<file path="src/slpsc_pkg.sv">
// Constants, command codes and mode encoding of the low-power state control block
package slpsc_pkg;
  localparam int CLK_MHZ = 40;
  localparam int ROW_W = 12;
  localparam int SELF_REFRESH_EXIT_TIME_NS = 120;
  localparam int SR_EXIT_RAW = (SELF_REFRESH_EXIT_TIME_NS * CLK_MHZ + 999) / 1000;
  localparam int SR_EXIT_CYCLES = (SR_EXIT_RAW < 2) ? 2 : SR_EXIT_RAW;
  localparam int EXIT_CNT_W = 4;
  localparam logic [EXIT_CNT_W-1:0] SR_EXIT_LAST = EXIT_CNT_W'(SR_EXIT_CYCLES - 1);
  localparam int REFRESH_PERIOD_MS = 64;
  localparam int PD_LIMIT_DEFAULT = REFRESH_PERIOD_MS * CLK_MHZ * 1000;
  localparam int PD_CNT_W = 23;
  localparam int SELF_REFRESH_INTERVAL_NS = 7800;
  localparam int SR_INTERVAL_CYCLES = (SELF_REFRESH_INTERVAL_NS * CLK_MHZ) / 1000;
  localparam int INTV_CNT_W = 9;
  localparam logic [INTV_CNT_W-1:0] INTV_LAST = INTV_CNT_W'(SR_INTERVAL_CYCLES - 1);
  localparam int REFRESH_BUSY_NS = 100;
  localparam int REFRESH_BUSY_CYCLES = (REFRESH_BUSY_NS * CLK_MHZ + 999) / 1000;
  localparam int BUSY_CNT_W = 3;
  localparam logic [BUSY_CNT_W-1:0] BUSY_LOAD = BUSY_CNT_W'(REFRESH_BUSY_CYCLES);
  localparam logic [ROW_W-1:0] ROW_RST = 12'h000;
  localparam logic [PD_CNT_W-1:0] PD_CNT_RST = 23'h000000;
  localparam logic [EXIT_CNT_W-1:0] EXIT_CNT_RST = 4'h0;
  localparam logic [INTV_CNT_W-1:0] INTV_RST = 9'h000;
  localparam logic [BUSY_CNT_W-1:0] BUSY_RST = 3'h0;
  // Command code is {cs_n, ras_n, cas_n, we_n}
  localparam logic [3:0] CMD_REFRESH = 4'h1;
  localparam logic [3:0] CMD_NOP = 4'h7;
  localparam logic [3:0] CMD_DEEP_PD = 4'h6;
  localparam logic [3:0] CMD_RST = 4'hf;
  typedef enum logic [7:0] {
    MODE_NORMAL = 8'h01,
    MODE_SUSPEND = 8'h02,
    MODE_SELF_REF = 8'h04,
    MODE_SR_EXIT = 8'h08,
    MODE_PD_PRE = 8'h10,
    MODE_PD_ACT = 8'h20,
    MODE_DEEP_PD = 8'h40,
    MODE_INIT_WAIT = 8'h80
  } slpsc_mode_t;
endpackage

</file>
<file path="src/slpsc_osc_if.sv">
// Link between the mode logic and the self refresh timing generator
`timescale 1ns/10ps
interface slpsc_osc_if import slpsc_pkg::*; ();
  logic run;
  logic ext_refresh;
  logic tick;
  logic busy;
  logic [ROW_W-1:0] row;
  modport ctrl (output run, output ext_refresh, input tick, input busy, input row);
  modport osc (input run, input ext_refresh, output tick, output busy, output row);
endinterface

</file>
<file path="src/slpsc_self_osc.sv">
// Self refresh timing generator and shared refresh row counter
`timescale 1ns/10ps
module slpsc_self_osc
  import slpsc_pkg::*;
(
  input wire logic mclk_i,
  input wire logic srst_i,
  slpsc_osc_if.osc osc
);
  typedef struct packed {
    logic [INTV_CNT_W-1:0] intv;
    logic [BUSY_CNT_W-1:0] busy;
    logic tick;
    logic [ROW_W-1:0] row;
  } slpsc_osc_state_t;

  slpsc_osc_state_t state;
  slpsc_osc_state_t next_state;

  always_comb
  begin
    next_state = state;
    next_state.tick = 1'b0;
    if (state.busy != BUSY_RST)
    begin
      next_state.busy = state.busy - 1'b1;
    end
    if (osc.run)
    begin
      // Own interval timer, no external command needed
      if (state.intv == INTV_LAST)
      begin
        next_state.intv = INTV_RST;
        next_state.tick = 1'b1;
        next_state.busy = BUSY_LOAD;
        next_state.row = state.row + 1'b1;
      end
      else
      begin
        next_state.intv = state.intv + 1'b1;
      end
    end
    else
    begin
      next_state.intv = INTV_RST;
      if (osc.ext_refresh)
      begin
        next_state.busy = BUSY_LOAD;
        next_state.row = state.row + 1'b1;
      end
    end
  end

  always_ff @(posedge mclk_i)
  begin
    if (srst_i)
    begin
      state <= '{intv: INTV_RST, busy: BUSY_RST, tick: 1'b0, row: ROW_RST};
    end
    else
    begin
      state <= next_state;
    end
  end

  assign osc.tick = state.tick;
  assign osc.busy = (state.busy != BUSY_RST);
  assign osc.row = state.row;

  a_tick_spacing: assert property (@(posedge mclk_i) disable iff (srst_i)
    osc.tick |=> !osc.tick [*8])
    else $error("Self refresh ticks too close");
  a_tick_row: assert property (@(posedge mclk_i) disable iff (srst_i)
    osc.tick |-> osc.row == $past(osc.row) + 1'b1)
    else $error("Row counter did not advance on self refresh");
  a_tick_busy: assert property (@(posedge mclk_i) disable iff (srst_i)
    osc.tick |-> osc.busy [*4])
    else $error("Internal refresh busy too short");
endmodule

</file>
<file path="src/slpsc_ctrl.sv">
// Clock-enable driven low-power mode control of the memory device
`timescale 1ns/10ps
// Notes on behaviour
// - Refresh code with clock-enable low and idle banks enters self refresh.
// - In self refresh only clock-enable is observed; it stays low.
// - Self refresh runs an own timer and refreshes rows itself.
// - Clock-enable low with no-operation and no access enters power-down.
// - Idle banks give precharge power-down, an open row gives active.
// - Power-down turns off all buffers except clock-enable.
// - No-operation with clock-enable high ends power-down at the next edge.
// - Deep power-down code with clock-enable low and idle banks enters it.
// - Deep power-down removes array power; contents are lost.
// - Clock-enable low during a burst enters clock suspend.
// - Each low sample of clock-enable skips the next internal edge.
// - Suspended edges ignore commands, keep output data, hold counters.
// - Clock-enable high leaves suspend; operation resumes next edge.
module slpsc_ctrl
  import slpsc_pkg::*;
#(
  parameter int PD_LIMIT_CYCLES = PD_LIMIT_DEFAULT
)
(
  input wire logic mclk_i,
  input wire logic srst_i,
  input wire logic cke_i,
  input wire logic cs_n_i,
  input wire logic ras_n_i,
  input wire logic cas_n_i,
  input wire logic we_n_i,
  input wire logic access_busy_i,
  input wire logic banks_open_i,
  input wire logic init_done_i,
  output logic cmd_enable_o,
  output logic int_clk_en_o,
  output logic out_hold_o,
  output logic in_buf_en_o,
  output logic out_buf_en_o,
  output logic suspend_o,
  output logic self_refresh_o,
  output logic sr_exit_o,
  output logic pd_precharge_o,
  output logic pd_active_o,
  output logic deep_pd_o,
  output logic array_power_o,
  output logic data_lost_o,
  output logic init_required_o,
  output logic pd_overdue_o,
  output logic internal_refresh_o,
  output logic [ROW_W-1:0] refresh_row_o
);
  localparam logic [PD_CNT_W-1:0] PD_LIMIT = PD_CNT_W'(PD_LIMIT_CYCLES);

  typedef struct packed {
    logic cke_m;
    logic cke_s;
    logic [3:0] cmd_m;
    logic [3:0] cmd_s;
    slpsc_mode_t mode;
    logic [EXIT_CNT_W-1:0] exit_cnt;
    logic [PD_CNT_W-1:0] pd_cnt;
    logic pd_overdue;
    logic data_lost;
  } slpsc_ctrl_state_t;

  slpsc_ctrl_state_t state;
  slpsc_ctrl_state_t next_state;
  slpsc_osc_if osc_link ();
  logic cmd_nop;
  logic in_pd;

  slpsc_self_osc u_osc (
    .mclk_i(mclk_i),
    .srst_i(srst_i),
    .osc(osc_link.osc)
  );

  // Inhibit (chip select high) counts as a no-operation
  assign cmd_nop = state.cmd_s[3] || (state.cmd_s == CMD_NOP);
  assign in_pd = (state.mode == MODE_PD_PRE) || (state.mode == MODE_PD_ACT);

  always_comb
  begin
    next_state = state;
    next_state.cke_m = cke_i;
    next_state.cke_s = state.cke_m;
    next_state.cmd_m = {cs_n_i, ras_n_i, cas_n_i, we_n_i};
    next_state.cmd_s = state.cmd_m;
    unique case (state.mode)
      MODE_NORMAL:
      begin
        if (!state.cke_s)
        begin
          if (access_busy_i)
          begin
            next_state.mode = MODE_SUSPEND;
          end
          else if ((state.cmd_s == CMD_REFRESH) && !banks_open_i)
          begin
            next_state.mode = MODE_SELF_REF;
          end
          else if ((state.cmd_s == CMD_DEEP_PD) && !banks_open_i)
          begin
            next_state.mode = MODE_DEEP_PD;
            next_state.data_lost = 1'b1;
          end
          else if (cmd_nop)
          begin
            next_state.mode = banks_open_i ? MODE_PD_ACT : MODE_PD_PRE;
          end
        end
      end
      MODE_SUSPEND:
      begin
        if (state.cke_s)
        begin
          next_state.mode = MODE_NORMAL;
        end
      end
      MODE_SELF_REF:
      begin
        // Every input but clock-enable is ignored here
        if (state.cke_s)
        begin
          next_state.mode = MODE_SR_EXIT;
          next_state.exit_cnt = SR_EXIT_LAST;
        end
      end
      MODE_SR_EXIT:
      begin
        // Wait out the exit time and any refresh still running
        if (state.exit_cnt != EXIT_CNT_RST)
        begin
          next_state.exit_cnt = state.exit_cnt - 1'b1;
        end
        else if (!osc_link.busy)
        begin
          next_state.mode = MODE_NORMAL;
        end
      end
      MODE_PD_PRE, MODE_PD_ACT:
      begin
        if (state.cke_s && cmd_nop)
        begin
          next_state.mode = MODE_NORMAL;
        end
      end
      MODE_DEEP_PD:
      begin
        if (state.cke_s)
        begin
          next_state.mode = MODE_INIT_WAIT;
        end
      end
      MODE_INIT_WAIT:
      begin
        if (init_done_i)
        begin
          next_state.mode = MODE_NORMAL;
          next_state.data_lost = 1'b0;
        end
      end
      default:
      begin
        next_state.mode = MODE_NORMAL;
      end
    endcase
    // Flags a stay in power-down longer than one refresh period
    if (in_pd)
    begin
      if (state.pd_cnt < PD_LIMIT)
      begin
        next_state.pd_cnt = state.pd_cnt + 1'b1;
      end
      else
      begin
        next_state.pd_overdue = 1'b1;
      end
    end
    else
    begin
      next_state.pd_cnt = PD_CNT_RST;
      next_state.pd_overdue = 1'b0;
    end
  end

  always_ff @(posedge mclk_i)
  begin
    if (srst_i)
    begin
      // Synchronisers start at the idle pin levels, so reset never reads as clock-enable low
      state <= '{cke_m: 1'b1, cke_s: 1'b1, cmd_m: CMD_RST, cmd_s: CMD_RST, mode: MODE_NORMAL,
                 exit_cnt: EXIT_CNT_RST, pd_cnt: PD_CNT_RST, pd_overdue: 1'b0, data_lost: 1'b0};
    end
    else
    begin
      state <= next_state;
    end
  end

  assign osc_link.run = (state.mode == MODE_SELF_REF);
  // Auto refresh and self refresh advance the same row counter
  assign osc_link.ext_refresh = (state.mode == MODE_NORMAL) && state.cke_s && (state.cmd_s == CMD_REFRESH);

  assign suspend_o = (state.mode == MODE_SUSPEND);
  assign self_refresh_o = (state.mode == MODE_SELF_REF);
  assign sr_exit_o = (state.mode == MODE_SR_EXIT);
  assign pd_precharge_o = (state.mode == MODE_PD_PRE);
  assign pd_active_o = (state.mode == MODE_PD_ACT);
  assign deep_pd_o = (state.mode == MODE_DEEP_PD);
  assign init_required_o = (state.mode == MODE_INIT_WAIT);
  assign cmd_enable_o = (state.mode == MODE_NORMAL);
  assign int_clk_en_o = !suspend_o;
  assign out_hold_o = suspend_o;
  assign in_buf_en_o = !(in_pd || self_refresh_o || deep_pd_o);
  assign out_buf_en_o = !(in_pd || self_refresh_o || deep_pd_o);
  assign array_power_o = !deep_pd_o;
  assign data_lost_o = state.data_lost;
  assign pd_overdue_o = state.pd_overdue;
  assign internal_refresh_o = osc_link.tick;
  assign refresh_row_o = osc_link.row;

  a_suspend_entry: assert property (@(posedge mclk_i) disable iff (srst_i)
    (cmd_enable_o && !state.cke_s && access_busy_i) |=> suspend_o && !int_clk_en_o)
    else $error("Burst with clock-enable low did not suspend");
  a_suspend_exit: assert property (@(posedge mclk_i) disable iff (srst_i)
    (suspend_o && state.cke_s) |=> int_clk_en_o && cmd_enable_o)
    else $error("Suspend not left after clock-enable high");
  a_suspend_skip: assert property (@(posedge mclk_i) disable iff (srst_i)
    (suspend_o && !state.cke_s) |=> !int_clk_en_o && out_hold_o && !cmd_enable_o)
    else $error("Internal edge not skipped while suspended");
  a_self_ref_entry: assert property (@(posedge mclk_i) disable iff (srst_i)
    (cmd_enable_o && !state.cke_s && !access_busy_i && !banks_open_i && state.cmd_s == CMD_REFRESH)
    |=> self_refresh_o)
    else $error("Self refresh not entered");
  a_self_ref_hold: assert property (@(posedge mclk_i) disable iff (srst_i)
    (self_refresh_o && !state.cke_s) |=> self_refresh_o && !cmd_enable_o && !in_buf_en_o)
    else $error("Self refresh left while clock-enable low");
  a_sr_exit_wait: assert property (@(posedge mclk_i) disable iff (srst_i)
    $fell(self_refresh_o) |-> (sr_exit_o && !cmd_enable_o) [*5])
    else $error("Commands accepted too early after self refresh");
  a_pd_kind: assert property (@(posedge mclk_i) disable iff (srst_i)
    (cmd_enable_o && !state.cke_s && !access_busy_i && state.cmd_s[3])
    |=> (pd_active_o == $past(banks_open_i)) && (pd_precharge_o != $past(banks_open_i)))
    else $error("Wrong power-down kind");
  a_pd_buffers: assert property (@(posedge mclk_i) disable iff (srst_i)
    (pd_precharge_o || pd_active_o) |-> !in_buf_en_o && !out_buf_en_o && !cmd_enable_o)
    else $error("Buffers active in power-down");
  a_pd_exit: assert property (@(posedge mclk_i) disable iff (srst_i)
    ((pd_precharge_o || pd_active_o) && state.cke_s && cmd_nop) |=> cmd_enable_o)
    else $error("Power-down not left on no-operation");
  a_deep_pd_entry: assert property (@(posedge mclk_i) disable iff (srst_i)
    (cmd_enable_o && !state.cke_s && !access_busy_i && !banks_open_i && state.cmd_s == CMD_DEEP_PD)
    |=> deep_pd_o && !array_power_o && data_lost_o)
    else $error("Deep power-down not entered");
  a_deep_pd_init: assert property (@(posedge mclk_i) disable iff (srst_i)
    (deep_pd_o && state.cke_s) |=> init_required_o && data_lost_o && array_power_o)
    else $error("Deep power-down exit did not require init");
  a_pd_entry_nop: assert property (@(posedge mclk_i) disable iff (srst_i)
    (cmd_enable_o && !state.cke_s && !access_busy_i && cmd_nop) |=> pd_precharge_o || pd_active_o)
    else $error("Power-down not entered on no-operation");
  a_pd_stay: assert property (@(posedge mclk_i) disable iff (srst_i)
    (in_pd && !(state.cke_s && cmd_nop)) |=> $stable(pd_precharge_o) && $stable(pd_active_o))
    else $error("Power-down left without no-operation and clock-enable high");
  a_pd_no_refresh: assert property (@(posedge mclk_i) disable iff (srst_i)
    in_pd |-> !internal_refresh_o && !osc_link.run)
    else $error("Refresh running in power-down");
  a_pd_overdue_set: assert property (@(posedge mclk_i) disable iff (srst_i)
    (in_pd && state.pd_cnt == PD_LIMIT) |=> pd_overdue_o)
    else $error("Overlong power-down not flagged");
  a_pd_overdue_clear: assert property (@(posedge mclk_i) disable iff (srst_i)
    !in_pd |=> !pd_overdue_o)
    else $error("Overdue flag kept outside power-down");
  a_sr_ignore_cmd: assert property (@(posedge mclk_i) disable iff (srst_i)
    (self_refresh_o && !state.cke_s && state.cmd_s == CMD_DEEP_PD)
    |=> self_refresh_o && !deep_pd_o)
    else $error("Command acted on during self refresh");
  a_sr_exit_time: assert property (@(posedge mclk_i) disable iff (srst_i)
    (sr_exit_o && state.exit_cnt != EXIT_CNT_RST) |=> sr_exit_o && !cmd_enable_o)
    else $error("Self refresh exit time cut short");
  a_auto_refresh_row: assert property (@(posedge mclk_i) disable iff (srst_i)
    osc_link.ext_refresh |=> refresh_row_o == $past(refresh_row_o) + 1'b1)
    else $error("Auto refresh did not advance the shared row");
  a_suspend_drive: assert property (@(posedge mclk_i) disable iff (srst_i)
    suspend_o |-> out_hold_o && out_buf_en_o)
    else $error("Output data not held during suspend");
  a_deep_pd_refused: assert property (@(posedge mclk_i) disable iff (srst_i)
    (cmd_enable_o && !state.cke_s && !access_busy_i && banks_open_i && state.cmd_s == CMD_DEEP_PD)
    |=> cmd_enable_o)
    else $error("Deep power-down entered with open banks");
  a_deep_pd_hold: assert property (@(posedge mclk_i) disable iff (srst_i)
    (deep_pd_o && !state.cke_s) |=> deep_pd_o && !array_power_o && data_lost_o)
    else $error("Deep power-down left while clock-enable low");
  a_init_wait: assert property (@(posedge mclk_i) disable iff (srst_i)
    (init_required_o && !init_done_i) |=> init_required_o && data_lost_o)
    else $error("Initialization wait left early");
endmodule

</file>
<file path="config.mk">
export PLATFORM = sky130hd
export DESIGN_NAME = slpsc_ctrl
export DESIGN_NICKNAME = d
export VERILOG_FILES = /design/src/slpsc_pkg.sv /design/src/slpsc_osc_if.sv /design/src/slpsc_self_osc.sv /design/src/slpsc_ctrl.sv
export SDC_FILE = /design/constraint.sdc
export NUM_CORES = 1
export LEC_CHECK = 0
export ABC_CLOCK_PERIOD_IN_PS = 4100
export BUFFER_PORTS_ARGS = -buffer_cell sky130_fd_sc_hd__buf_2
export CAP_MARGIN = 25
export CORE_UTILIZATION = 65
export CTS_BUF_LIST = sky130_fd_sc_hd__clkbuf_4 sky130_fd_sc_hd__clkbuf_8
export DETAILED_ROUTE_END_ITERATION = 10
export PLACE_DENSITY_LB_ADDON = 0.12
export SYNTH_ARGS = -nofsm -noshare
export SYNTH_HDL_FRONTEND = slang
export SYNTH_SLANG_ARGS = --single-unit
</file>
<file path="constraint.sdc">
create_clock -name mclk_i -period 4.1 [get_ports mclk_i]
set_input_delay 0.615 -clock mclk_i [delete_from_list [all_inputs] [get_ports mclk_i]]
set_output_delay 0.615 -clock mclk_i [all_outputs]
set_load 0.05 [all_outputs]
</file>
=== Word level (Yosys, flattened, before mapping) ===
Cells that the tools add are included.

* Logic and storage cells: 101
* Register bits: 72

* Bitwise logic cells: 2
* Eq/ne operators: 26
* Reduce and logical (&&, ||, !) cells: 26
* Add/subtract/negate cells: 5
* Order comparisons: 1
* Multiplexer cells: 28

{| class="wikitable"
|+ Operator list
! kind !! count
|-
| $mux 8 || 11
|-
| $pmux 8 s7 || 1
|-
| $mux 12 || 3
|-
| $add 23x1->23 const B || 1
|-
| $lt 23x22->1 const B || 1
|-
| $mux 16 || 1
|-
| $ne 2x2->1 const B || 7
|-
| $add 12x1->12 const B || 1
|-
| $ne 2x1->1 const B || 6
|-
| $add 9x1->9 const B || 1
|-
| $eq 9x9->1 const B || 1
|-
| $mux 3 || 3
|-
| $reduce_and 9->1 || 1
|-
| $eq 4x3->1 const B || 2
|-
| $eq 8x1->1 const B || 1
|-
| $eq 8x2->1 const B || 1
|-
| $eq 8x3->1 const B || 1
|-
| $eq 8x4->1 const B || 1
|-
| $eq 8x5->1 const B || 1
|-
| $eq 8x6->1 const B || 1
|-
| $eq 8x7->1 const B || 1
|-
| $eq 8x8->1 const B || 1
|-
| $pmux 4 s2 || 1
|-
| $mux 6 || 1
|-
| other kinds (19) || 38
|}

=== Logic depth before layout (Yosys ltp) ===
Gate-level depths: netlist of run 1.

* Depth after elaboration: 8
* Gate-level depth with buffers: 8
* Gate-level depth less buffers: 7

=== Modules after synthesis ===
Synthesis of run 1 repeated with hierarchy kept, for this count alone.

* Cell total of the unflattened synthesis: 419
* Area, all modules: 3648.5 um^2

{| class="wikitable"
|+ Modules (own cells, without submodules)
! module !! cells an instance !! area an instance (um^2) !! instances !! seq. area each (um^2)
|-
| slpsc_ctrl || 281 || 2399.8 || 1 || 940.9
|-
| slpsc_self_osc || 138 || 1248.7 || 1 || 500.5
|}

=== Worst setup path before layout of run 1 ===
No wires, ideal clock.

* Kind: flip-flop to output port
* Start: register state[31] in the netlist's numbering
* End: output int_clk_en_o
* Cell stages (with the launch flop): 4
* Arrival: 2.085 ns
* Buffers on the path: 0
* Setup slack: 1.400 ns
* Path through: dfxtp_1 > or4_4 > nor2_1 > inv_1

* Longest elaborated chain between the ends: 2

{| class="wikitable"
|+ RTL lines
! what !! line !! text
|-
| start: declaration || slpsc_ctrl.sv:65 || <nowiki>slpsc_ctrl_state_t state;</nowiki>
|-
| start signal: assignment || slpsc_ctrl.sv:191 || <nowiki>state <= '{cke_m: 1'b1, cke_s: 1'b1, cmd_m: CMD_RST, cmd_s: CMD_RST, mode: MODE_NORMAL,</nowiki>
|-
| start signal: assignment || slpsc_ctrl.sv:196 || <nowiki>state <= next_state;</nowiki>
|-
| $eq 8x2->1 || slpsc_ctrl.sv:204 || <nowiki>assign suspend_o = (state.mode == MODE_SUSPEND);</nowiki>
|-
| via out_hold_o || slpsc_ctrl.sv:35 || <nowiki>output logic out_hold_o,</nowiki>
|-
| $logic_not 1->1 || slpsc_ctrl.sv:212 || <nowiki>assign int_clk_en_o = !suspend_o;</nowiki>
|-
| end: declaration || slpsc_ctrl.sv:34 || <nowiki>output logic int_clk_en_o,</nowiki>
|}

The timed path passes the listed nets, and every way through them passes these cells.

=== Final worst setup path of run 1 ===
* Start: register state[35] in the netlist's numbering
* End: output out_buf_en_o

* Longest elaborated chain between the ends: 5
* Elaborated cells between the ends (all ways): 8
* Classes of those cells: eq/ne (4); reduce/logical (4)

{| class="wikitable"
|+ RTL lines
! what !! line !! text
|-
| $eq 8x5->1 or $eq 8x6->1 (tied branches) || slpsc_ctrl.sv:79 || <nowiki>assign in_pd = (state.mode == MODE_PD_PRE) || (state.mode == MODE_PD_ACT);</nowiki>
|-
| $logic_or 1x1->1 || slpsc_ctrl.sv:79 ||
|-
| $logic_or 1x1->1 || slpsc_ctrl.sv:215 || <nowiki>assign out_buf_en_o = !(in_pd || self_refresh_o || deep_pd_o);</nowiki>
|-
| $logic_or 1x1->1 * || slpsc_ctrl.sv:215 ||
|-
| $logic_not 1->1 * || slpsc_ctrl.sv:215 ||
|-
| end: declaration || slpsc_ctrl.sv:37 || <nowiki>output logic out_buf_en_o,</nowiki>
|}

Every way passes the cells marked *; elsewhere a longest branch is shown, timed or not.

==> results of run 1 <==
layout make-up:
class / count / area, µm²
fillers: 393 / 1310
inverters: 22 / 82.6
repair buffers: 39 / 200
flip-flops and latches: 72 / 1440
multi-input cells: 289 / 1850
clock inverters: 3 / 40.0
clock buffers: 13 / 166
well taps: 70 / 87.6
power by group through the flow:
stage / Sequential, µW / Clock, µW / Combinational [µW]
final: 759 / 568 / 323
after global routing: 762 / 616 / 352
after CTS: 759 / 584 / 323
after detailed placement: 775 / 0 / 322
after global placement: 772 / 0 / 312
after floorplan: 767 / 0 / 263
layer usage:
metal / global-route usage (%) / up-vias
met3: 8.33 / 11
met1: 28.0 / 1316
met2: 42.2 / 48
li1: - / 1494
met4: 7.82 / 0
met5: 0 / -
cell usage after synthesis (8+ instances only):
cell type	number
sky130_fd_sc_hd__o21ai_0	18
sky130_fd_sc_hd__nand3_1	19
sky130_fd_sc_hd__nand2_1	24
sky130_fd_sc_hd__or3_1	14
sky130_fd_sc_hd__xnor2_1	15
sky130_fd_sc_hd__and3_1	9
sky130_fd_sc_hd__mux2i_1	9
sky130_fd_sc_hd__or2_2	14
sky130_fd_sc_hd__a21oi_1	23
sky130_fd_sc_hd__nor3_1	8
sky130_fd_sc_hd__buf_4	14
sky130_fd_sc_hd__dfxtp_1	72
sky130_fd_sc_hd__clkbuf_1	12
sky130_fd_sc_hd__inv_1	21
sky130_fd_sc_hd__nor2_1	44
worst reg2reg max path, cell delays in order, from the launching register on:
cell and delay, ns:
sky130_fd_sc_hd__dfxtp_1 0.36, sky130_fd_sc_hd__nor4_1 0.55, sky130_fd_sc_hd__nand2_1 0.23, sky130_fd_sc_hd__inv_2 0.12
sky130_fd_sc_hd__a32oi_1 0.10, sky130_fd_sc_hd__buf_4 0.23, sky130_fd_sc_hd__nor3_1 0.16, sky130_fd_sc_hd__mux2_2 0.35
worst paths after layout:
kind | from | to | slack (ns) | cells after the start
worst max register to register | state[32] | u_osc.osc.row[4] | 1.89 | 7
worst min-delay path | next_state[38] | state[38] | 0.41 | 1
worst max-delay path | state[35] | out_buf_en_o | 1.50 | 4
worst min register to register | next_state[38] | state[38] | 0.41 | 1
flip-flops by register name (all words and copies together), names as in the netlist:
register and flops:
u_osc.state 12, state 40, u_osc.osc.tick 1, pd_overdue_o 1
u_osc.osc.row 12, data_lost_o 1, next_state 5
kinds of logic after synthesis:
logic type | share of synthesized area (%)
AOI/OAI and AO/OA | 13.7
buffers and inverters | 7.04
xor gates and xnor gates | 4.71
adders and majority gates | 2.12
DFF | 40.8
and+or+nand+nor | 27.8
muxes | 3.82
through the flow:
step | utilization, % | cell area, µm² | setup WS (ns) | hold slack, ns | std cells
after floorplan | - | 3540 | 1.40 | 0.389 | 411
after global placement | 70.7 | 3660 | 1.76 | 0.391 | 492
after detailed placement | 70.7 | 3660 | 1.74 | 0.398 | 492
after CTS | 74.7 | 3860 | 1.49 | 0.415 | 508
after global routing | 74.7 | 3860 | 1.37 | 0.425 | 508
final | 74.7 | 3860 | 1.50 | 0.413 | 508
placed cells by master, fill, tap and decap left out, types with 6 or more instances in the layout:
cell | netlist | layout
sky130_fd_sc_hd__ha_1 | 6 | 6
sky130_fd_sc_hd__nand4_1 | 6 | 6
sky130_fd_sc_hd__nand2_1 | 24 | 24
sky130_fd_sc_hd__nor3_1 | 8 | 8
sky130_fd_sc_hd__xnor2_1 | 15 | 15
sky130_fd_sc_hd__or2_2 | 14 | 14
sky130_fd_sc_hd__nand3_1 | 19 | 19
sky130_fd_sc_hd__and3_1 | 9 | 9
sky130_fd_sc_hd__a21oi_1 | 23 | 23
sky130_fd_sc_hd__or3_1 | 14 | 14
sky130_fd_sc_hd__o21ai_0 | 18 | 18
sky130_fd_sc_hd__mux2i_1 | 9 | 9
sky130_fd_sc_hd__buf_2 | 1 | 37
sky130_fd_sc_hd__a2111oi_0 | 6 | 6
sky130_fd_sc_hd__inv_1 | 21 | 21
sky130_fd_sc_hd__nor2_1 | 44 | 44
sky130_fd_sc_hd__nor2b_1 | 6 | 6
sky130_fd_sc_hd__dfxtp_1 | 72 | 72
sky130_fd_sc_hd__clkbuf_8 | 0 | 11
==> metrics.log, run 1 <==
INFO  metric cts_hold_bufs = 0
INFO  metric synth_area_leaders = sky130_fd_sc_hd__dfxtp_1, sky130_fd_sc_hd__nor2_1, sky130_fd_sc_hd__xnor2_1
INFO  metric die_w = 75.8 µm
INFO  metric post_drt_via_cell_ratio = 5.65
INFO  metric totalNegativeSetupSlack = 0 ns
INFO  metric die-height = around 76 µm
INFO  metric cts-buffers-inserted = 9
INFO  metric die_area = roughly 0.0057 mm²
INFO  metric detailed_route_wirelength_on_metal2 = between 3 and 4 mm
INFO  metric power_frac_seq = 46.0%
INFO  metric worst_pin_slew = between 0.7 and 0.8 ns
INFO  metric core_region_area = 0.00517 mm²
INFO  metric power.switching = roughly 480 µW
INFO  metric clockRootBuffer = sky130_fd_sc_hd__clkbuf_8
INFO  metric final_min_period_over_clock_period = 63.4%
INFO  metric timing.hold.worst.class = reg2reg
INFO  metric cp_slowest_cell = sky130_fd_sc_hd__dfxtp_1
INFO  metric clock_insertion_delay_worst_skew = 0.34 ns
INFO  metric antenna_violating_nets_post_route = 0
INFO  metric num_ports = 38
INFO  metric cts.sinks = 72
INFO  metric routed_wl = 6.63 mm
INFO  metric worst_clock_skew = ~0.0084 ns
INFO  metric sum_of_net_half_perimeters_after_detailed_placement = 4.70 mm
INFO  metric netlist_area = 0.00354 mm²
INFO  metric async_set_or_reset_flop_fraction_in_the_synthesized_netlist = 0%
INFO  metric synth_cells = 411
INFO  metric p_leak = 0.00143 µW
INFO  metric cellInternalPower = 1170 µW
INFO  metric pwr_density_cell = 427 mW/mm²
INFO  metric clkPwrFrac = 34.4%
INFO  metric synth-seq-area-share = between 40% and 50%
INFO  metric rsz_0062_raised_after_global_routing = false
INFO  metric cp-end-kind = output port
INFO  metric number_of_vias_in_the_routed_layout = around 2.9k
INFO  metric drcViolationCount = 0
INFO  metric cell_accounting_for_the_most_synthesized_area = sky130_fd_sc_hd__dfxtp_1
INFO  metric cts_setup_buffers = 0
INFO  metric crit_family = simple AND/OR/NAND/NOR gates
INFO  metric cp-start-kind = flip-flop
INFO  metric dominantRegCellSynth = sky130_fd_sc_hd__dfxtp_1
INFO  metric worstPathBufferInverterCount = 1
INFO  metric wire_per_inst = 13.1 µm
INFO  metric worst_path_clk_slew = 0.07 ns
INFO  metric timing.critical_path.cells = or4b_1 -> or2_2 -> and3_1 -> buf_2
INFO  metric total_power = between 1500 and 2000 µW
INFO  metric global_route.overflow_total = 0
INFO  metric netlist-cell-type-count = 59
INFO  metric slew_viol_final = 0
INFO  metric run_status = finished clean
INFO  metric cts_resized = 0
INFO  metric uppermost_routed_layer = met4
INFO  metric criticalPathCategory = reg2out
INFO  metric dr.first_iter.drc_count = 133
INFO  metric vdd.ir_drop.worst = roughly 0.00047 V
INFO  metric max_freq = 385 MHz
INFO  metric initial_antenna_violation_count = 0
INFO  metric first_pass_grt_wire_length = 10.4 mm
INFO  metric setup_violations = 0
INFO  metric effective_utilization_at_floorplan = 68.4%
INFO  metric gpl.final_weighted_congestion = approximately 0.96
INFO  metric max-clock-path-buffers = 2
INFO  metric drt_first_pass_iters = 4
INFO  metric yosysWarningCount = 0
INFO  metric layout-area-overhead-vs-synth = 9.27%
INFO  metric synth_nets = 427
INFO  metric cp.required = 3.48 ns
INFO  metric power_frac_comb = around 20%
INFO  metric timing_hold_violations_final = 0
INFO  metric final_nets = roughly 450
INFO  metric max_cap_viol_count = 0
INFO  metric grt_max_degree = 41
INFO  metric io_buffers = 37
INFO  metric synthDominantCellAreaShare = 40.8%
INFO  metric crit_arrival = 1.98 ns
INFO  metric cts_htree_levels = 3
INFO  metric met3_length = 259 µm
INFO  metric layout_min_cycle_time = 2.60 ns
INFO  metric power.switching_fraction = between 20% and 30%
INFO  metric critical-path-max-stage-delay = 0.48 ns
INFO  metric synth_register_bits = 72
INFO  metric tritoncts = built
INFO  metric crit_path_max_fanout = 7
INFO  metric maxSlewHeadroom = a little over half
INFO  metric edff_count_synth = 0
INFO  metric drive_above_1_share = 19.2%
INFO  metric num_antenna_cells = 0
INFO  metric via_count_of_the_first_global_routing_pass = 2422
INFO  metric globalRouteTotalUtil = 24.3%
INFO  metric synth_area_per_cell = between 8 and 9 µm²
INFO  metric core.rowCount = 26
INFO  metric wirelength_met1 = 3.02 mm
(Power assumes the default switching activity.)
==> inputs of run 2 (changes only) <==
--- a/config.mk
+++ b/config.mk
@@ -5,10 +5,10 @@
 export SDC_FILE = /design/constraint.sdc
 export NUM_CORES = 1
 export LEC_CHECK = 0
-export ABC_CLOCK_PERIOD_IN_PS = 4100
+export ABC_CLOCK_PERIOD_IN_PS = 2200
 export BUFFER_PORTS_ARGS = -buffer_cell sky130_fd_sc_hd__buf_2
 export CAP_MARGIN = 25
-export CORE_UTILIZATION = 65
+export CORE_UTILIZATION = 55
 export CTS_BUF_LIST = sky130_fd_sc_hd__clkbuf_4 sky130_fd_sc_hd__clkbuf_8
 export DETAILED_ROUTE_END_ITERATION = 10
 export PLACE_DENSITY_LB_ADDON = 0.12
==> constraint.sdc (replaced) <==
create_clock -name mclk_i -period 2.2 [get_ports mclk_i]
set_input_delay 0.33 -clock mclk_i [delete_from_list [all_inputs] [get_ports mclk_i]]
set_output_delay 0.33 -clock mclk_i [all_outputs]
set_load 0.05 [all_outputs]
==> metrics.log, run 2 (synthesized netlist as in run 1, its figures left out) <==
INFO  metric wire_per_inst = 13.1 µm
INFO  metric first_pass_grt_wire_length = around 11 mm
INFO  metric max-clock-path-buffers = 2
INFO  metric worst_clock_skew = 0.00789 ns
INFO  metric fin_worst_hold_slack = 0.159 ns
INFO  metric power.switching_fraction = 31.5%
INFO  metric tritoncts = built
INFO  metric largest_reg_flops = 40
INFO  metric via_count_of_the_first_global_routing_pass = 2677
INFO  metric cts_htree_levels = 3
INFO  metric rsz_0062_raised_after_global_routing = true
INFO  metric effective_utilization_at_floorplan = 58.3%
INFO  metric setup_violations = 0
INFO  metric crit_arrival = 1.85 ns
INFO  metric registers.top_by_ff_count = state
INFO  metric sum_of_net_half_perimeters_after_detailed_placement = 4.85 mm
INFO  metric worst_pin_slew = 0.645 ns
INFO  metric power.switching = 954 µW
INFO  metric die-height = 82.2 µm
INFO  metric power_frac_seq = a little under half
INFO  metric layout.cells.most_common_list = sky130_fd_sc_hd__dfxtp_1, sky130_fd_sc_hd__nor2_1, sky130_fd_sc_hd__buf_2
INFO  metric final_min_period_over_clock_period = 99.3%
INFO  metric cp-end-kind = output port
INFO  metric core.rowCount = 28
INFO  metric core_region_area = 0.00606 mm²
INFO  metric num_antenna_cells = 0
INFO  metric cp.required = 1.87 ns
INFO  metric clockRootBuffer = sky130_fd_sc_hd__clkbuf_8
INFO  metric layout-area-overhead-vs-synth = 13.8%
INFO  metric total_power = 3030 µW
INFO  metric crit_path_max_fanout = 5
INFO  metric worst_path_clk_slew = 0.08 ns
INFO  metric die_area = approximately 0.0068 mm²
INFO  metric routed_wl = 6.85 mm
INFO  metric maxSlewHeadroom = 55.9%
INFO  metric io_buffers = 37
INFO  metric antenna_violating_nets_post_route = 0
INFO  metric dr.first_iter.drc_count = 118
INFO  metric initial_antenna_violation_count = 0
INFO  metric max_freq = between 400 and 500 MHz
INFO  metric max_cap_viol_count = 0
INFO  metric slew_viol_final = 0
INFO  metric power_frac_comb = between 20% and 30%
INFO  metric die_w = 82.2 µm
INFO  metric run_status = finished clean
INFO  metric layout_min_cycle_time = approximately 2.2 ns
INFO  metric gpl.final_weighted_congestion = 0.828
INFO  metric timing.hold.worst.class = in2reg
INFO  metric cts.sinks = slightly above 70
INFO  metric drt_first_pass_iters = 5
INFO  metric cts-buffers-inserted = 9
INFO  metric timing_hold_violations_final = 0
INFO  metric post_drt_via_cell_ratio = roughly 5.6
INFO  metric clock_insertion_delay_worst_skew = 0.35 ns
INFO  metric clkPwrFrac = a little under a third
INFO  metric num_ports = 38
INFO  metric number_of_vias_in_the_routed_layout = approximately 2.9k
INFO  metric final_nets = 461
INFO  metric cellInternalPower = between 2000 and 2500 µW
INFO  metric pwr_density_cell = 753 mW/mm²
INFO  metric vdd.ir_drop.worst = 0.000524 V
INFO  metric globalRouteTotalUtil = a little over a fifth
INFO  metric p_leak = 0.00148 µW
INFO  metric drive_above_1_share = 24.7%
INFO  metric cp-start-kind = flip-flop
INFO  metric layout_commonest_cell = sky130_fd_sc_hd__dfxtp_1
INFO  metric grt_max_degree = 22
INFO  metric global_route.overflow_total = 0
INFO  metric drcViolationCount = 0
INFO  metric criticalPathCategory = reg2out
==> run 2: changes by cell type in the layout (fill, tap and decap cells not counted), sizes merged <==
cell      before  now
clkbuf        13   14
clkinv         2    1
clkinvlp       0    4
inv           22   23
buf           39   47
bufinv         1    0
==> run 2: critical path, cell delays in order (launching register included) <==
cell	delay [ns]
sky130_fd_sc_hd__dfxtp_4	0.37
sky130_fd_sc_hd__or4b_4	0.54
sky130_fd_sc_hd__or2_4	0.29
sky130_fd_sc_hd__and3_4	0.16
sky130_fd_sc_hd__buf_6	0.15
==> run 2: final cells by class <==
class / count / area (µm²)
Multi-Input combinational cell: 289 / 1890
Fill cell: 518 / 2040
Tap cell: 75 / 93.8
Sequential cell: 72 / 1450
Clock buffer: 10 / 138
Timing Repair Buffer: 51 / 320
Clock inverter: 6 / 43.8
Inverter: 22 / 82.6
==> run 2: worst paths after layout <==
check                  from              to  slack (ns)  cells after the start
max               state[36]     in_buf_en_o        0.02                      4
min                 ras_n_i  next_state[39]        0.16                      2
max reg2reg       state[36]       state[36]        0.11                      6
min reg2reg  next_state[39]       state[39]        0.41                      1
==> run 2: metal layers <==
metal	part of all wire [%]	up-vias	GRT usage (%)
li1	-	1518	-
met1	46	1360	25.8
met4	2.2	0	10.0
met3	4.2	15	6.04
met5	0	-	0
met2	47	49	36.5
==> run 2: metrics by stage <==
step	TNS, ns	setup slack, ns	std cells	util, %	cell area (µm²)
3_3_place_gp	0	0.137	507	61.9	3750
3_5_place_dp	0	0.107	507	61.9	3750
5_1_grt	-0.134	-0.0419	525	66.4	4020
4_1_cts	-0.0603	-0.0305	524	65.3	3960
6_report	0	0.0154	525	66.4	4020
2_1_floorplan	-0.350	-0.183	411	-	3550
==> run 2: timing repair <==
item                       4_1_cts  5_1_grt
setup buffers                    1        1
resized for setup               11       17
hold buffers                     0        0
setup endpoints to repair        6       18
pin swaps                        1        2
==> run 2: power groups by stage <==
stage / Combinational (µW) / Sequential [µW] / Clock (µW)
6_report: 665 / 1410 / 951
2_1_floorplan: 496 / 1430 / 0
4_1_cts: 653 / 1410 / 988
3_3_place_gp: 627 / 1440 / 0
5_1_grt: 726 / 1420 / 1030
3_5_place_dp: 637 / 1440 / 0
==> inputs of run 3 (changes only) <==
--- a/config.mk
+++ b/config.mk
@@ -8,7 +8,7 @@
 export ABC_CLOCK_PERIOD_IN_PS = 2200
 export BUFFER_PORTS_ARGS = -buffer_cell sky130_fd_sc_hd__buf_2
 export CAP_MARGIN = 25
-export CORE_UTILIZATION = 55
+export CORE_UTILIZATION = 40
 export CTS_BUF_LIST = sky130_fd_sc_hd__clkbuf_4 sky130_fd_sc_hd__clkbuf_8
 export DETAILED_ROUTE_END_ITERATION = 10
 export PLACE_DENSITY_LB_ADDON = 0.12
==> metrics.log, run 3 (synthesized netlist as in run 1, its figures left out) <==
INFO  metric run_status = finished, violations left
INFO  metric violations = setup timing
INFO  metric crit_arrival = 1.87 ns
INFO  metric post-route-worst-setup-slack = -0.00488 ns
INFO  metric worst_path_clk_slew = 0.07 ns
INFO  metric total_power = 3280 µW
INFO  metric final_design_area_no_fill = 0.00413 mm²
INFO  metric critical-path-max-stage-delay = 0.58 ns
INFO  metric via_count_of_the_first_global_routing_pass = 2702
INFO  metric cp-start-kind = flip-flop
INFO  metric worstSetupEndpoint = out_buf_en_o
INFO  metric detailedPlace.worstSlack = 0.104 ns
INFO  metric core.rowCount = 33
INFO  metric wire_per_inst = between 10 and 15 µm
INFO  metric grt_max_degree = 26
INFO  metric globalRouteTotalUtil = 17.0%
INFO  metric regToRegStartpoint = state[31]
INFO  metric routed_wl = between 7 and 8 mm
INFO  metric registers.top_by_ff_count = state
INFO  metric die_w = 96.0 µm
INFO  metric max-clock-path-buffers = 2
INFO  metric timing.critical_path.cells = or4_4 -> or2_4 -> and3_4 -> buf_6
INFO  metric max_cap_viol_count = 0
INFO  metric clock_insertion_delay_worst_skew = 0.33 ns
INFO  metric worst_pin_slew = 0.555 ns
INFO  metric crit_start = state[31]
INFO  metric setup_violations = 2
INFO  metric maxSlewHeadroom = approximately 62%
INFO  metric timing.hold.worst.class = in2reg
INFO  metric vdd.ir_drop.worst = 0.000429 V
INFO  metric r2r-end = state[36]
INFO  metric slew_viol_final = 0
INFO  metric sum_of_net_half_perimeters_after_detailed_placement = around 5.2 mm
INFO  metric initial_antenna_violation_count = 0
INFO  metric clockRootBuffer = sky130_fd_sc_hd__clkbuf_8
INFO  metric crit_family = simple AND/OR/NAND/NOR gates
INFO  metric die-height = between 90 and 100 µm
INFO  metric gpl.final_weighted_congestion = ~0.8
INFO  metric cts_htree_levels = 3
INFO  metric cts.sinks = 72
INFO  metric finalCoreUtilization = 49.3%
INFO  metric core_region_area = 0.00838 mm²
INFO  metric layout-area-overhead-vs-synth = 16.9%
INFO  metric tritoncts = built
INFO  metric first_pass_grt_wire_length = 12.2 mm
INFO  metric cp.required = approximately 1.9 ns
INFO  metric worstPathBufferInverterCount = 1
INFO  metric p_leak = 0.00154 µW
INFO  metric post_dp_cell_area = about 0.0038 mm²
INFO  metric cts-buffers-inserted = 9
INFO  metric rsz_0062_raised_after_global_routing = true
INFO  metric timing_hold_violations_final = 0
INFO  metric drcViolationCount = 0
INFO  metric criticalPathCategory = reg2out
INFO  metric global_route.overflow_total = 0
INFO  metric final_min_period_over_clock_period = 100%
INFO  metric cp_slowest_cell = sky130_fd_sc_hd__or4_4
INFO  metric cp.depth = 4
INFO  metric reg_to_reg_setup_timing_slack = -0.005 ns
INFO  metric layout.cells.most_common_list = sky130_fd_sc_hd__dfxtp_1, sky130_fd_sc_hd__nor2_1, sky130_fd_sc_hd__buf_2
INFO  metric io_buffers = 37
INFO  metric effective_utilization_at_floorplan = 42.2%
INFO  metric worst_clock_skew = 0.0122 ns
INFO  metric drt_first_pass_iters = 4
INFO  metric dr.first_iter.drc_count = 98
INFO  metric crit_path_max_fanout = 6
INFO  metric max_freq = 454 MHz
INFO  metric fin_worst_hold_slack = between 0.15 and 0.2 ns
INFO  metric cp-end-kind = output port
INFO  metric largest_reg_flops = 40
INFO  metric cts_hold_bufs = 0
INFO  metric antenna_violating_nets_post_route = 0
INFO  metric num_antenna_cells = 0
INFO  metric number_of_vias_in_the_routed_layout = about 2.9k
INFO  metric num_ports = 38
INFO  metric final_nets = 464
INFO  metric reg2regPathDepth = 6
INFO  metric layout_min_cycle_time = approximately 2.2 ns
INFO  metric pwr_density_cell = 794 mW/mm²
INFO  metric drive_above_1_share = 25.4%
INFO  metric layout_commonest_cell = sky130_fd_sc_hd__dfxtp_1
INFO  metric post_drt_via_cell_ratio = 5.25
INFO  metric die_area = 0.00922 mm²
run 3: cell count changes in the layout (fill, tap and decap cells not counted), sizes merged:
cell / change
inv: -1
clkinv: +1
bufinv: +2
buf: +6
clkbuf: -2
clkinvlp: -3
run 3: per-layer routing:
metal	track usage (%)	part of all wire, %	up-vias	wire length (µm)
met2	27.7	47	42	3410
met5	0	0	-	0
met3	4.74	3.2	4	231
met4	5.35	0.58	0	42
met1	21.6	49	1363	3540
li1	-	-	1522	-
run 3: worst min path at each step:
| stage | startpoint | slack (ns) | depth (start not counted) | end |
|---|---|---|---|---|
| after floorplan | next_state[37] | 0.39 | 1 | state[37] |
| after global placement | next_state[45] | 0.39 | 1 | state[45] |
| after detailed placement | next_state[45] | 0.40 | 1 | state[45] |
| after CTS | cs_n_i | 0.15 | 2 | next_state[40] |
| after global routing | cs_n_i | 0.14 | 2 | next_state[40] |
| final | ras_n_i | 0.17 | 2 | next_state[39] |
run 3: power breakdown:
part / leakage [µW] / switching [µW] / internal (µW)
Clock: 0.000110 / 482 / 665
Sequential: 0.000586 / 59.9 / 1360
Combinational: 0.000843 / 420 / 300
run 3: final cells by class:
cell class | instances | area, µm²
clock buffer | 11 | 139
clock inverter | 5 | 81.3
fill | 804 | 4250
inverter | 22 | 82.6
multi-input combinational | 289 | 1910
sequential | 72 | 1450
tap | 105 | 131
timing repair buffer | 54 | 339
run 3: per-stage QoR:
step	TNS [ns]	cells
finish	-0.00972	558
global route	-0.146	558
CTS	-0.0149	558
detailed placement	0	540
global placement	0	540
floorplan	-0.350	411
run 3: what timing repair did:
item,CTS,global route
buffers inserted,2,0
setup endpoints to repair,4,16
pin swaps,2,5
gates resized for setup,10,18
